`config.mk`:
```
export PLATFORM = sky130hd
export DESIGN_NAME = acr_config_reg
export DESIGN_NICKNAME = d
export VERILOG_FILES = /design/src/acr_pkg.sv /design/src/acr_config_reg.sv
export SDC_FILE = /design/constraint.sdc
export NUM_CORES = 1
export LEC_CHECK = 0
export ABC_AREA = 1
export BUFFER_PORTS_ARGS = -buffer_cell sky130_fd_sc_hd__buf_2
export CORE_MARGIN = 4
export CORE_UTILIZATION = 39
export DETAILED_ROUTE_END_ITERATION = 12
export PLACE_DENSITY = 0.75
export SYNTH_ARGS = -nofsm -noshare
export SYNTH_HDL_FRONTEND = slang
export SYNTH_SLANG_ARGS = --single-unit
```
`constraint.sdc`:
```
create_clock -name clk_i -period 1.1 [get_ports clk_i]
set_input_delay 0.055 -clock clk_i [delete_from_list [all_inputs] [get_ports clk_i]]
set_output_delay 0.055 -clock clk_i [all_outputs]
set_load 0.01 [all_outputs]
```
`src/acr_pkg.sv`:
```
// Behaviour
// - bit 15: zero reads, one writes; the code only stores it, access direction comes from wb_we_i
// - bits 14:9 address, writable, reads back what was written, resets to 10b
// - bit 8 reserved, always reads zero
// - bit 7 reports self-diagnosis failure
// - bit 6 enables burst mode, default off
// - bit 5 enables channel sequencer, default off
// - bits 4:2 oversampling code, 2^n samples
// - bit 1 appends status to results
// - bit 0 behaves exactly like bit 1
// - register at address 2, resets 0x400
`default_nettype none
package acr_pkg;
  // ==========================================
  // register map
  localparam logic [5:0]  ACR_CFG_INDEX   = 6'h02;
  localparam logic [7:0]  ACR_CFG_OFF     = 8'h08;
  localparam logic [7:0]  ACR_IRQ_STA_OFF = 8'h0C;
  localparam logic [7:0]  ACR_IRQ_MSK_OFF = 8'h10;
  localparam logic [15:0] ACR_CFG_RESET   = 16'h0400;
  localparam logic [15:0] ACR_CFG_WMASK   = 16'h007F;
  localparam int          ACR_DIR_BIT     = 15;
  localparam int          ACR_ADDR_LSB    = 9;
  localparam int          ACR_RSVD_BIT    = 8;
  localparam int          ACR_DIAG_BIT    = 7;
  localparam int          ACR_BURST_BIT   = 6;
  localparam int          ACR_SEQ_BIT     = 5;
  localparam int          ACR_OSR_LSB     = 2;
  localparam int          ACR_STAT_BIT    = 1;
  localparam int          ACR_CHECK_BIT   = 0;
  localparam int          ACR_IRQ_W       = 2;
  typedef struct packed {
    logic       burst_mode_enable;
    logic       sequencer_enable;
    logic [2:0] oversampling_ratio;
    logic       status_append;
    logic [7:0] oversample_count;
  } acr_ctrl_t;
endpackage
`default_nettype wire

```
`src/acr_config_reg.sv`:
```
// Added by the designer: the placing of the registers and register access over Wishbone.
`timescale 1ns/1ps
`default_nettype none
module acr_config_reg (
  input  wire logic              clk_i,
  input  wire logic              rst_n_i,
  input  wire logic [7:0]        wb_adr_i,
  input  wire logic [31:0]       wb_dat_i,
  input  wire logic [3:0]        wb_sel_i,
  input  wire logic              wb_we_i,
  input  wire logic              wb_cyc_i,
  input  wire logic              wb_stb_i,
  output logic      [31:0]       wb_dat_o,
  output logic                   wb_ack_o,
  input  wire logic              self_diag_fail_i,
  output acr_pkg::acr_ctrl_t     ctrl_o,
  output logic                   irq_o
);
  // ==========================================
  // synchroniser for the diagnosis input
  logic s1_r, s2_r;
  always_ff @(posedge clk_i or negedge rst_n_i) begin
    if (!rst_n_i) begin
      s1_r <= 1'b0;
      s2_r <= 1'b0;
    end else begin
      s1_r <= self_diag_fail_i;
      s2_r <= s1_r;
    end
  end
  // ==========================================
  // registers and bus
  logic [15:0] cfg_r, cfg_nxt;
  logic [1:0]  sta_r, sta_nxt, msk_r, msk_nxt;
  logic        diag_r, diag_nxt, ack_r, ack_nxt;
  logic [31:0] rd_r, rd_nxt;
  logic        wr, lo_ok;
  logic [1:0]  ev;
  logic [15:0] rd_cfg;
  always_comb begin
    wr      = wb_cyc_i && wb_stb_i && wb_we_i && !ack_r;
    lo_ok   = wb_sel_i[0] && wb_sel_i[1];
    ack_nxt = wb_cyc_i && wb_stb_i && !ack_r;
    diag_nxt = s2_r;
    cfg_nxt = cfg_r;
    msk_nxt = msk_r;
    // event 0: write of config, event 1: diagnosis failure rise
    ev = {s2_r && !diag_r, 1'b0};
    if (wr && wb_adr_i == acr_pkg::ACR_CFG_OFF && lo_ok) begin
      cfg_nxt = (cfg_r & ~acr_pkg::ACR_CFG_WMASK)
              | (wb_dat_i[15:0] & acr_pkg::ACR_CFG_WMASK);
      cfg_nxt[acr_pkg::ACR_DIR_BIT] = wb_dat_i[15];
      cfg_nxt[14:9] = wb_dat_i[14:9];
      ev[0] = 1'b1;
    end
    if (wr && wb_adr_i == acr_pkg::ACR_IRQ_MSK_OFF && wb_sel_i[0]) begin
      msk_nxt = wb_dat_i[1:0];
    end
    sta_nxt = sta_r;
    if (wr && wb_adr_i == acr_pkg::ACR_IRQ_STA_OFF && wb_sel_i[0]) begin
      sta_nxt = sta_r & ~wb_dat_i[1:0];
    end
    sta_nxt = sta_nxt | ev;
    rd_cfg = cfg_r;
    rd_cfg[acr_pkg::ACR_RSVD_BIT] = 1'b0;
    rd_cfg[acr_pkg::ACR_DIAG_BIT] = diag_r;
    case (wb_adr_i)
      acr_pkg::ACR_CFG_OFF:     rd_nxt = {16'h0000, rd_cfg};
      acr_pkg::ACR_IRQ_STA_OFF: rd_nxt = {30'h00000000, sta_r};
      acr_pkg::ACR_IRQ_MSK_OFF: rd_nxt = {30'h00000000, msk_r};
      default:                  rd_nxt = 32'h00000000;
    endcase
  end
  always_ff @(posedge clk_i or negedge rst_n_i) begin
    if (!rst_n_i) begin
      cfg_r  <= acr_pkg::ACR_CFG_RESET;
      sta_r  <= 2'h0;
      msk_r  <= 2'h0;
      diag_r <= 1'b0;
      ack_r  <= 1'b0;
      rd_r   <= 32'h00000000;
    end else begin
      cfg_r  <= cfg_nxt;
      sta_r  <= sta_nxt;
      msk_r  <= msk_nxt;
      diag_r <= diag_nxt;
      ack_r  <= ack_nxt;
      rd_r   <= rd_nxt;
    end
  end
  // ==========================================
  // outputs
  always_comb begin
    wb_ack_o = ack_r;
    wb_dat_o = rd_r;
    irq_o    = |(sta_r & msk_r);
    ctrl_o.burst_mode_enable  = cfg_r[acr_pkg::ACR_BURST_BIT];
    ctrl_o.sequencer_enable   = cfg_r[acr_pkg::ACR_SEQ_BIT];
    ctrl_o.oversampling_ratio = cfg_r[4:2];
    ctrl_o.oversample_count   = (cfg_r[4:2] == 3'h0) ? 8'h01
                              : (8'h01 << cfg_r[4:2]);
    ctrl_o.status_append      = cfg_r[acr_pkg::ACR_STAT_BIT]
                              | cfg_r[acr_pkg::ACR_CHECK_BIT];
  end
  // ==========================================
  // checks
  chk_rsvd_zero: assert property (@(posedge clk_i) disable iff (!rst_n_i)
    wb_ack_o && wb_adr_i == acr_pkg::ACR_CFG_OFF |-> !wb_dat_o[8])
    else $error("reserved bit read nonzero");
  chk_diag_track: assert property (@(posedge clk_i) disable iff (!rst_n_i)
    s2_r |=> diag_r)
    else $error("diagnosis flag not reported");
  chk_append_or: assert property (@(posedge clk_i) disable iff (!rst_n_i)
    ctrl_o.status_append == (cfg_r[1] || cfg_r[0]))
    else $error("append not or of bits 1 and 0");
  chk_ro_kept: assert property (@(posedge clk_i) disable iff (!rst_n_i)
    1'b1 |=> cfg_r[8:7] == 2'b00)
    else $error("read-only bits written");
  chk_osr_count: assert property (@(posedge clk_i) disable iff (!rst_n_i)
    cfg_r[4:2] == 3'h7 |-> ctrl_o.oversample_count == 8'h80)
    else $error("oversampling count wrong");
  chk_irq_level: assert property (@(posedge clk_i) disable iff (!rst_n_i)
    $rose(s2_r) ##1 msk_r[1] |-> ##1 irq_o)
    else $error("diagnosis interrupt missing");
  chk_bus_ack: assert property (@(posedge clk_i) disable iff (!rst_n_i)
    wb_cyc_i && wb_stb_i && !wb_ack_o |=> wb_ack_o ##1 !wb_ack_o)
    else $error("ack timing wrong");
  chk_write_take: assert property (@(posedge clk_i) disable iff (!rst_n_i)
    wr && wb_adr_i == acr_pkg::ACR_CFG_OFF && lo_ok
      |=> cfg_r[6:0] == $past(wb_dat_i[6:0]) && cfg_r[14:9] == $past(wb_dat_i[14:9]))
    else $error("config write not taken");
endmodule
`default_nettype wire

```
==> results.py, run 1 <==
metrics = {
    "global_route": {
        "grt_usage": 0.141,
        "overflow": 0,
        "grt_max_degree": 16,
        "antenna_found_initial": 0,
        "grt_pass1_vias": 1326,
        "grt_pass1_wl_mm": 5.91,
    },
    "logic_synthesis": {
        "synthCells": 188,
        "yosys-top-cells-count": "nand2_1 (47), dfrtp_1 (36), buf_4 (24)",
        "ys_warn_count": 0,
        "synth_top_area_frac": 0.528,
        "ys_top_cells_by_area": "dfrtp_1 (53%), buf_4 (11%), nand2_1 (10%), nand4_1 (5.1%), nor2_1 (4.2%)",
        "synthesis.area_um2": 1710,
        "synth_cell_types": 21,
        "synth_area_per_cell_um2": 9.07,
        "ys_async_sr_fraction": 1.00,
        "ys_ff_latch": 37,
        "synth.most_common_cell": "nand2_1",
        "synthFlopType": "dfrtp_1",
        "yosys.area.top_type": "dfrtp_1",
        "yosys.area_share.simple": 0.285,
        "synth_fa_ha_area_frac": 0,
        "synthMuxAreaShare": 0,
        "synth_xor_area_frac": 0,
        "ys_seq_area_frac": 0.544,
        "synth_edf_count": 0,
        "synth_top_family_by_area": "simple AND/OR/NAND/NOR gates",
        "synth_compound_area_frac": 0.00514,
    },
    "setup_path": {
        "worst-path-buf-inv": 2,
        "worst_path_max_delay_cell": "dfrtp_2",
        "max_stage_delay_ns": 0.50,
        "cp.arrival_ns": 1.21,
        "worst_path_dominant_cell_family": "flip-flops",
        "worst_setup_path_start_kind": "flop",
        "crit_fanout": 6,
        "cp-end-kind": "primary output",
        "crit_required_ns": 1.04,
        "reg2reg_from": "wb_ack_o",
        "cp-startpoint": "cfg_r[4]",
        "cp_cell_sequence": "inv_4 > nor3_2 > buf_2",
        "critPathKind": "reg2out",
    },
    "floorplan": {
        "core_area_um2": 4120,
        "start_util": 0.414,
        "fp.dieW_um": 74.1,
        "die_area_um2": 5490,
        "die_h_um": 74.1,
        "num_io_pins": 98,
        "row_count": 23,
    },
    "run_status": {
        "violations": "negative setup slack",
        "run_status": "finished, violations left",
    },
    "timing": {
        "finalHoldViolCount": 0,
        "whs_ns": 0.0304,
        "finalSetupViolations": 27,
        "finClkSkew_ns": 0.00652,
        "rsz0062_at_grt": "true",
        "fin_setup_tns_ns": -2.12,
        "post-route-period-util": 1.15,
        "drv_slew": 0,
        "period_needed_ns": 1.26,
        "fin_ws_ns": -0.164,
        "max_freq_mhz": 791,
    },
    "cts": {
        "clockBufferDepth": 2,
        "path_clk_slew_ns": 0.07,
        "cts_buffers": 5,
        "clk_latency_ns": 0.27,
        "cts-root-buf": "clkbuf_8",
        "htree_num_levels": 2,
        "clock-sinks": 37,
        "cts_tree": "yes",
    },
    "detailed_routing": {
        "vias": 1459,
        "drt_pre_antenna_iters": 6,
        "drc": 0,
        "drtAntennaViolNets": 0,
        "drt_iter0_drc": 63,
        "wirelength_mm": 3.98,
        "wl_per_cell_um": 12.4,
        "vias_per_cell": 4.55,
    },
    "place": {
        "io_buffers": 60,
        "dp_hpwl_mm": 2.69,
        "globalplace.congestion": 0.800,
    },
    "final_layout": {
        "final_core_util": 0.584,
        "synthToLayoutAreaGrowth_pct": 40.9,
        "drive_gt1_frac": 0.461,
        "antenna_cells": 0,
        "fillCellCount": 357,
        "num-nets-final": 320,
    },
    "min_path": {
        "hold_path_class": "in2reg",
        "hold_start": "wb_dat_i[14]",
    },
    "power_and_ir_drop": {
        "power_frac_seq": 0.472,
        "power.leakage_nw": 1.33,
        "p_comb_frac": 0.068,
        "clockPowerShare": 0.460,
        "internal_power_mw": 2.35,
        "p_per_area_nw_per_um2": 1210,
        "p_sw_frac": 0.195,
        "switchingPower_uw": 568,
        "peakVddDrop_mv": 0.803,
    },
    "run": {
        "cap_violations": 0,
    },
}
final timing paths:
check	to	slack, ns	cells after the start
max in group asynchronous	cfg_r[3]	0.43	3
worst max-delay path	ctrl_o[6]	-0.16	3
worst max register to register	cfg_r[13]	-0.09	7
worst min-delay path	cfg_r[14]	0.03	3
min in group asynchronous	s1_r	0.23	2
worst min register to register	diag_nxt	0.36	0
sequential cells by signal (all words and copies together) (netlist names):
name      cells
cfg_r        14
msk_r         2
wb_ack_o      1
s1_r          1
diag_r        1
wb_dat_o     15
sta_r         2
diag_nxt      1
area by class of cell:
type | count | area, µm² | share of cell area
clock buffer | 5 | 68.8 | 0.0286
clock inverter | 3 | 65.1 | 0.0271
inverter | 18 | 77.6 | 0.0323
multi-input combinational | 122 | 664 | 0.277
sequential | 37 | 931 | 0.388
tap | 50 | 62.6 | 0.0260
timing repair buffer | 86 | 533 | 0.222
power groups by stage:
stage	Clock, mW	Combinational (mW)	Sequential [mW]
2_1_floorplan	0	0.113	1.40
3_3_place_gp	0	0.175	1.40
3_5_place_dp	0	0.177	1.40
4_1_cts	1.37	0.196	1.38
5_1_grt	1.43	0.222	1.38
6_report	1.34	0.198	1.38
tightest hold or removal path: cells and delay by family:
| family | cells | cell delay [ns] |
|---|---|---|
| buf+inv | 1 | 0.10 |
| simple gates | 2 | 0.11 |
kinds of logic (layout without fill, tap and decap cells):
group                  after synthesis  after routing
AND/OR/NAND/NOR                    103            104
buffers and inverters               46            112
flip-flops                          37             37
other                                1             17
AO/OA/AOI/OAI                        1              1
layout by cell type (no fill, tap or decap), types with 2 or more instances in the layout:
cell type,n
nand3_4,2
nand4_1,14
clkbuf_8,5
dlygate4sd3_1,3
inv_1,14
nand3_1,6
buf_2,59
buf_4,20
conb_1,17
nor2_1,19
inv_4,2
dfrtp_2,3
nor3_2,6
nand2_1,38
dfrtp_1,33
buf_6,2
bufinv_16,2
nand2_2,11
nor3_4,2
layer usage:
metal  vias to the layer above  GRT usage  part of all wire  wire length [µm]
li1                        721          -                 -                 -
met1                       673      0.157              0.37              1470
met2                        63      0.262              0.54              2140
met3                         2     0.0338             0.084               335
met4                         0     0.0463            0.0078                31
met5                         -          0                 0                 0
metrics by stage:
stage | instances | setup slack (ns) | area, µm² | power, mW
detailed placement | 295 | -0.111 | 1990 | 1.58
global placement | 295 | -0.0996 | 1990 | 1.58
CTS | 315 | -0.0820 | 2320 | 2.95
finish | 321 | -0.164 | 2400 | 2.92
global route | 321 | -0.207 | 2400 | 3.03
floorplan | 204 | -0.0628 | 1780 | 1.51
timing repair:
action / in CTS / in global routing
pin swaps: 7 / 5
gates resized for setup: 24 / 11
setup buffers: 8 / 6
setup endpoints to repair: 27 / 29
endpoints found under the hold margin: 14 / 0
hold buffers: 3 / 0
cloned: 1 / 0
Note: power is estimated with default switching activity, not from simulation.
==> run 2: changes to the inputs <==
Settings changed: ABC_AREA 1 to unset.
==> results.py, run 2 <==
metrics = {
    "cts": {
        "path_clk_slew_ns": 0.07,
        "clock-sinks": 37,
        "cts-root-buf": "clkbuf_8",
        "clk_latency_ns": 0.29,
        "cts_buffers": 5,
        "clockBufferDepth": 2,
        "cts_tree": "yes",
        "htree_num_levels": 2,
    },
    "final_layout": {
        "drive_gt1_frac": 0.590,
        "largest_reg_flops": 15,
        "final_core_util": 0.597,
        "synthToLayoutAreaGrowth_pct": 43.4,
        "final_cell_mix": "buf_2 (58), dfrtp_1 (33), buf_4 (18)",
        "final_common_cell": "buf_2",
        "antenna_cells": 0,
        "fillCellCount": 320,
        "num-nets-final": 271,
        "instances_no_fill": 272,
    },
    "power_and_ir_drop": {
        "peakVddDrop_mv": 0.476,
        "p_sw_frac": 0.220,
        "switchingPower_uw": 577,
        "p_per_area_nw_per_um2": 1060,
        "p_comb_frac": 0.083,
        "power_frac_seq": 0.526,
        "clockPowerShare": 0.391,
        "internal_power_mw": 2.04,
        "power.leakage_nw": 1.42,
    },
    "detailed_routing": {
        "drt_iter0_drc": 63,
        "wl_per_cell_um": 14.7,
        "vias_per_cell": 4.80,
        "drc": 0,
        "vias": 1305,
        "wirelength_mm": 3.99,
        "drtAntennaViolNets": 0,
        "drt_pre_antenna_iters": 4,
    },
    "logic_synthesis": {
        "synth_area_per_cell_um2": 13.3,
        "ys_seq_area_frac": 0.537,
        "synth_fa_ha_area_frac": 0,
        "yosys-top-cells-count": "dfrtp_1 (36), buf_4 (22), and3_1 (16)",
        "synthFlopType": "dfrtp_1",
        "synth.most_common_cell": "dfrtp_1",
        "ys_top_cells_by_area": "dfrtp_1 (52%), buf_4 (9.6%), mux2_4 (7.8%), and3_1 (5.8%), mux2_2 (4.6%)",
        "synthMuxAreaShare": 0.124,
        "synth_top_area_frac": 0.522,
        "yosys.area.top_type": "dfrtp_1",
        "yosys.area_share.simple": 0.175,
        "synth_top_family_by_area": "simple AND/OR/NAND/NOR gates",
        "ys_warn_count": 0,
        "synth_xor_area_frac": 0,
        "synthCells": 130,
        "synth_cell_types": 30,
        "ys_ff_latch": 37,
        "ys_async_sr_fraction": 1.00,
        "synthesis.area_um2": 1730,
        "synth_edf_count": 0,
        "synth_compound_area_frac": 0.0268,
    },
    "global_route": {
        "grt_max_degree": 19,
        "antenna_found_initial": 0,
        "overflow": 0,
        "grt_usage": 0.144,
        "grt_pass1_vias": 1258,
        "grt_pass1_wl_mm": 5.80,
    },
    "setup_path": {
        "crit_fanout": 5,
        "crit_required_ns": 1.27,
        "r2r_setup_slack_ns": -0.37,
        "worst_setup_path_start_kind": "flop",
        "reg2reg_from": "wb_ack_o",
        "max_stage_delay_ns": 0.37,
        "cp-end-kind": "flop",
        "r2r_end": "cfg_r[9]",
        "critPathKind": "reg2reg",
        "reg2regPathDepth": 4,
        "crit_end": "cfg_r[9]",
        "worst_path_max_delay_cell": "dfrtp_1",
        "cp.arrival_ns": 1.64,
        "cp_cell_sequence": "and3b_2 > and4_4 > clkbuf_16 > mux2_4",
        "cp-startpoint": "wb_ack_o",
    },
    "floorplan": {
        "fp.dieW_um": 74.5,
        "row_count": 23,
        "start_util": 0.416,
        "core_area_um2": 4140,
        "die_h_um": 74.5,
        "die_area_um2": 5550,
        "num_io_pins": 98,
    },
    "timing": {
        "finalSetupViolations": 26,
        "max_freq_mhz": 681,
        "finalHoldViolCount": 0,
        "period_needed_ns": 1.47,
        "fin_ws_ns": -0.369,
        "drv_slew": 0,
        "finClkSkew_ns": 0.00311,
        "post-route-period-util": 1.34,
        "rsz0062_at_grt": "true",
        "whs_ns": 0.0206,
    },
    "place": {
        "io_buffers": 60,
        "dp.cells": 237,
        "globalplace.congestion": 0.753,
        "pre_cts_ws_ns": -0.402,
        "dp_hpwl_mm": 2.64,
    },
    "run_status": {
        "run_status": "finished, violations left",
        "violations": "negative setup slack",
    },
    "min_path": {
        "hold_start": "wb_dat_i[9]",
        "hold_path_class": "in2reg",
    },
    "run": {
        "cap_violations": 0,
    },
}
-- run 2: worst min path at each step --
stage | end | slack (ns) | cells after the start
final | cfg_r[9] | 0.02 | 2
after CTS | cfg_r[10] | 0.007 | 2
after global placement | msk_r[1] | -0.002 | 1
after floorplan | cfg_r[0] | -0.24 | 0
after global routing | cfg_r[9] | 0.01 | 2
after detailed placement | msk_r[1] | -0.005 | 1
-- run 2: repair_timing --
| action | 4_1_cts | 5_1_grt |
|---|---|---|
| hold buffers | 11 | 1 |
| hold endpoints to repair | 26 | 1 |
| gates resized for setup | 22 | 11 |
| setup endpoints to repair | 28 | 28 |
| cloned | 0 | 1 |
| pin swaps | 3 | 3 |
| setup buffers | 14 | 1 |
-- run 2: cell families (layout without fill, tap and decap cells) --
kind of cell / count (synthesis) / after routing
compound gates: 5 / 5
simple gates: 40 / 40
mux: 16 / 16
flops: 37 / 37
other cells: 1 / 17
buf+inv: 31 / 107
-- run 2: cell type report --
type,instances,area [µm²],area share
multi-input combinational,78,694,0.281
clock inverter,1,5.00,0.00202
clock buffer,7,96.3,0.0389
inverter,1,3.75,0.00152
sequential,37,931,0.376
timing repair buffer,98,681,0.275
tap,50,62.6,0.0253
-- run 2: power groups by stage --
stage	Combinational, mW	Sequential [mW]	Clock [mW]
final	0.217	1.38	1.02
after floorplan	0.105	1.40	0
after global placement	0.174	1.40	0
after CTS	0.213	1.38	1.05
after detailed placement	0.176	1.40	0
after global routing	0.241	1.38	1.11
-- run 2: stage by stage --
step / power, mW / setup TNS (ns) / area (µm²)
2_1_floorplan: 1.51 / -6.92 / 1790
3_3_place_gp: 1.57 / -5.21 / 2020
3_5_place_dp: 1.58 / -5.82 / 2020
4_1_cts: 2.64 / -5.99 / 2380
5_1_grt: 2.73 / -7.46 / 2470
6_report: 2.62 / -6.30 / 2470
-- run 2: critical path: cells and delay by family (launching register included) --
kind	cells	cell delay, ns
buffers and inverters	1	0.16
flip-flops	1	0.37
multiplexers	1	0.29
AND/OR/NAND/NOR	2	0.53
-- run 2: routing by layer --
layer / wire, µm / vias up / GRT usage
li1: - / 599 / -
met1: 1500 / 642 / 0.147
met2: 2120 / 57 / 0.262
met3: 276 / 7 / 0.0284
met4: 98 / 0 / 0.0968
met5: 0 / - / 0
==> run 3: changes to the inputs <==
Settings changed: CORE_UTILIZATION 39 to 30, PLACE_DENSITY 0.75 to unset.
==> results.py, run 3 (synthesis results as in run 2) <==
metrics = {
    "global_route": {
        "grt_max_degree": 38,
        "overflow": 0,
        "grt_pass1_wl_mm": 6.02,
        "grt_usage": 0.108,
        "antenna_found_initial": 0,
        "grt_pass1_vias": 1215,
    },
    "detailed_routing": {
        "drc": 0,
        "wirelength_mm": 3.87,
        "drt_pre_antenna_iters": 4,
        "wl_per_cell_um": 13.4,
        "drt_iter0_drc": 72,
        "drtAntennaViolNets": 0,
        "vias": 1222,
        "vias_per_cell": 4.21,
    },
    "timing": {
        "max_freq_mhz": 671,
        "rsz0062_at_grt": "true",
        "post-route-period-util": 1.35,
        "finalHoldViolCount": 0,
        "whs_ns": 0.00411,
        "fin_ws_ns": -0.390,
        "period_needed_ns": 1.49,
        "finalSetupViolations": 26,
        "finClkSkew_ns": 0.00431,
        "drv_slew": 0,
    },
    "run_status": {
        "run_status": "finished, violations left",
        "violations": "negative setup slack",
    },
    "setup_path": {
        "worst-path-buf-inv": 1,
        "r2r_setup_slack_ns": -0.39,
        "reg2reg_from": "wb_ack_o",
        "crit_fanout": 8,
        "cp-startpoint": "wb_ack_o",
        "cp.arrival_ns": 1.66,
        "crit_required_ns": 1.27,
        "cp_cell_sequence": "and3b_2 > and4_4 > buf_12 > mux2_4",
        "max_stage_delay_ns": 0.38,
        "cp-end-kind": "flop",
        "worst_setup_path_start_kind": "flop",
        "worst_path_dominant_cell_family": "simple AND/OR/NAND/NOR gates",
        "worst_path_max_delay_cell": "dfrtp_1",
        "critPathKind": "reg2reg",
    },
    "place": {
        "post_dp_cell_area_um2": 2040,
        "dp_hpwl_mm": 2.53,
        "pre_cts_ws_ns": -0.390,
        "globalplace.congestion": 0.743,
        "io_buffers": 60,
    },
    "cts": {
        "cts_buffers": 5,
        "clockBufferDepth": 2,
        "htree_num_levels": 2,
        "cts-root-buf": "clkbuf_8",
        "path_clk_slew_ns": 0.07,
        "clock-sinks": 37,
        "clk_latency_ns": 0.28,
        "cts_tree": "yes",
    },
    "final_layout": {
        "fin_area_um2": 2470,
        "multi_input_area_um2": 691,
        "drive_gt1_frac": 0.601,
        "seqCellArea_um2": 931,
        "num-nets-final": 267,
        "antenna_cells": 0,
        "final_common_cell": "buf_2",
        "synthToLayoutAreaGrowth_pct": 43.4,
        "fillCellCount": 528,
        "largest_reg_flops": 15,
        "final_cell_mix": "buf_2 (58), dfrtp_1 (33), conb_1 (17)",
    },
    "power_and_ir_drop": {
        "power.leakage_nw": 1.39,
        "power_mw": 2.47,
        "p_per_area_nw_per_um2": 999,
        "peakVddDrop_mv": 0.407,
    },
    "floorplan": {
        "start_util": 0.311,
        "fp.dieW_um": 83.8,
        "core_area_um2": 5540,
        "num_io_pins": 98,
        "row_count": 27,
        "die_h_um": 83.8,
        "die_area_um2": 7030,
    },
    "min_path": {
        "hold_start": "wb_dat_i[9]",
        "hold_path_class": "in2reg",
    },
    "run": {
        "cap_violations": 0,
    },
}
-- run 3: metal layers --
metal	up-vias	part of all wire	GRT usage
met5	-	0	0
met4	0	0.015	0.0526
met3	4	0.068	0.0257
met2	50	0.52	0.176
met1	579	0.40	0.132
li1	589	-	-
-- run 3: layout make-up --
class | count | area share
Clock buffer | 6 | 0.0293
Clock inverter | 2 | 0.00405
Inverter | 1 | 0.00152
Multi-Input combinational cell | 78 | 0.279
Sequential cell | 37 | 0.376
Tap cell | 72 | 0.0364
Timing Repair Buffer | 94 | 0.273
-- run 3: final timing paths --
| check | to | cells after the start |
|---|---|---|
| max | cfg_r[3] | 4 |
| min | cfg_r[9] | 2 |
| max reg2reg | cfg_r[3] | 4 |
| min reg2reg | diag_nxt | 0 |
| max in group asynchronous | cfg_r[10] | 3 |
| min in group asynchronous | cfg_r[12] | 3 |
-- run 3: worst register-to-register path, cell delays in order, from the launching register on --
cell and delay (ns):
dfrtp_1 0.38, and3b_2 0.25, and4_4 0.29, buf_12 0.16, mux2_4 0.30
-- run 3: power breakdown --
group | internal (mW) | switching (mW) | leakage [nW]
clock network | 0.438 | 0.444 | 0.0450
logic | 0.103 | 0.111 | 0.853
registers | 1.37 | 0.00495 | 0.495
-- run 3: timing repair --
| action | CTS | global route |
|---|---|---|
| cloned | 1 | 0 |
| pin swaps | 2 | 4 |
| hold buffers | 8 | 0 |
| setup endpoints to repair | 28 | 31 |
| gates resized for setup | 11 | 25 |
| hold endpoints to repair | 44 | 0 |
| buffers inserted | 4 | 12 |
-- run 3: stage by stage --
step	TNS, ns	utilization	cells
6_report	-6.83	0.446	290
5_1_grt	-8.02	0.446	290
4_1_cts	-6.63	0.414	278
3_5_place_dp	-5.59	0.368	257
3_3_place_gp	-5.15	0.368	257
2_1_floorplan	-6.92	-	146
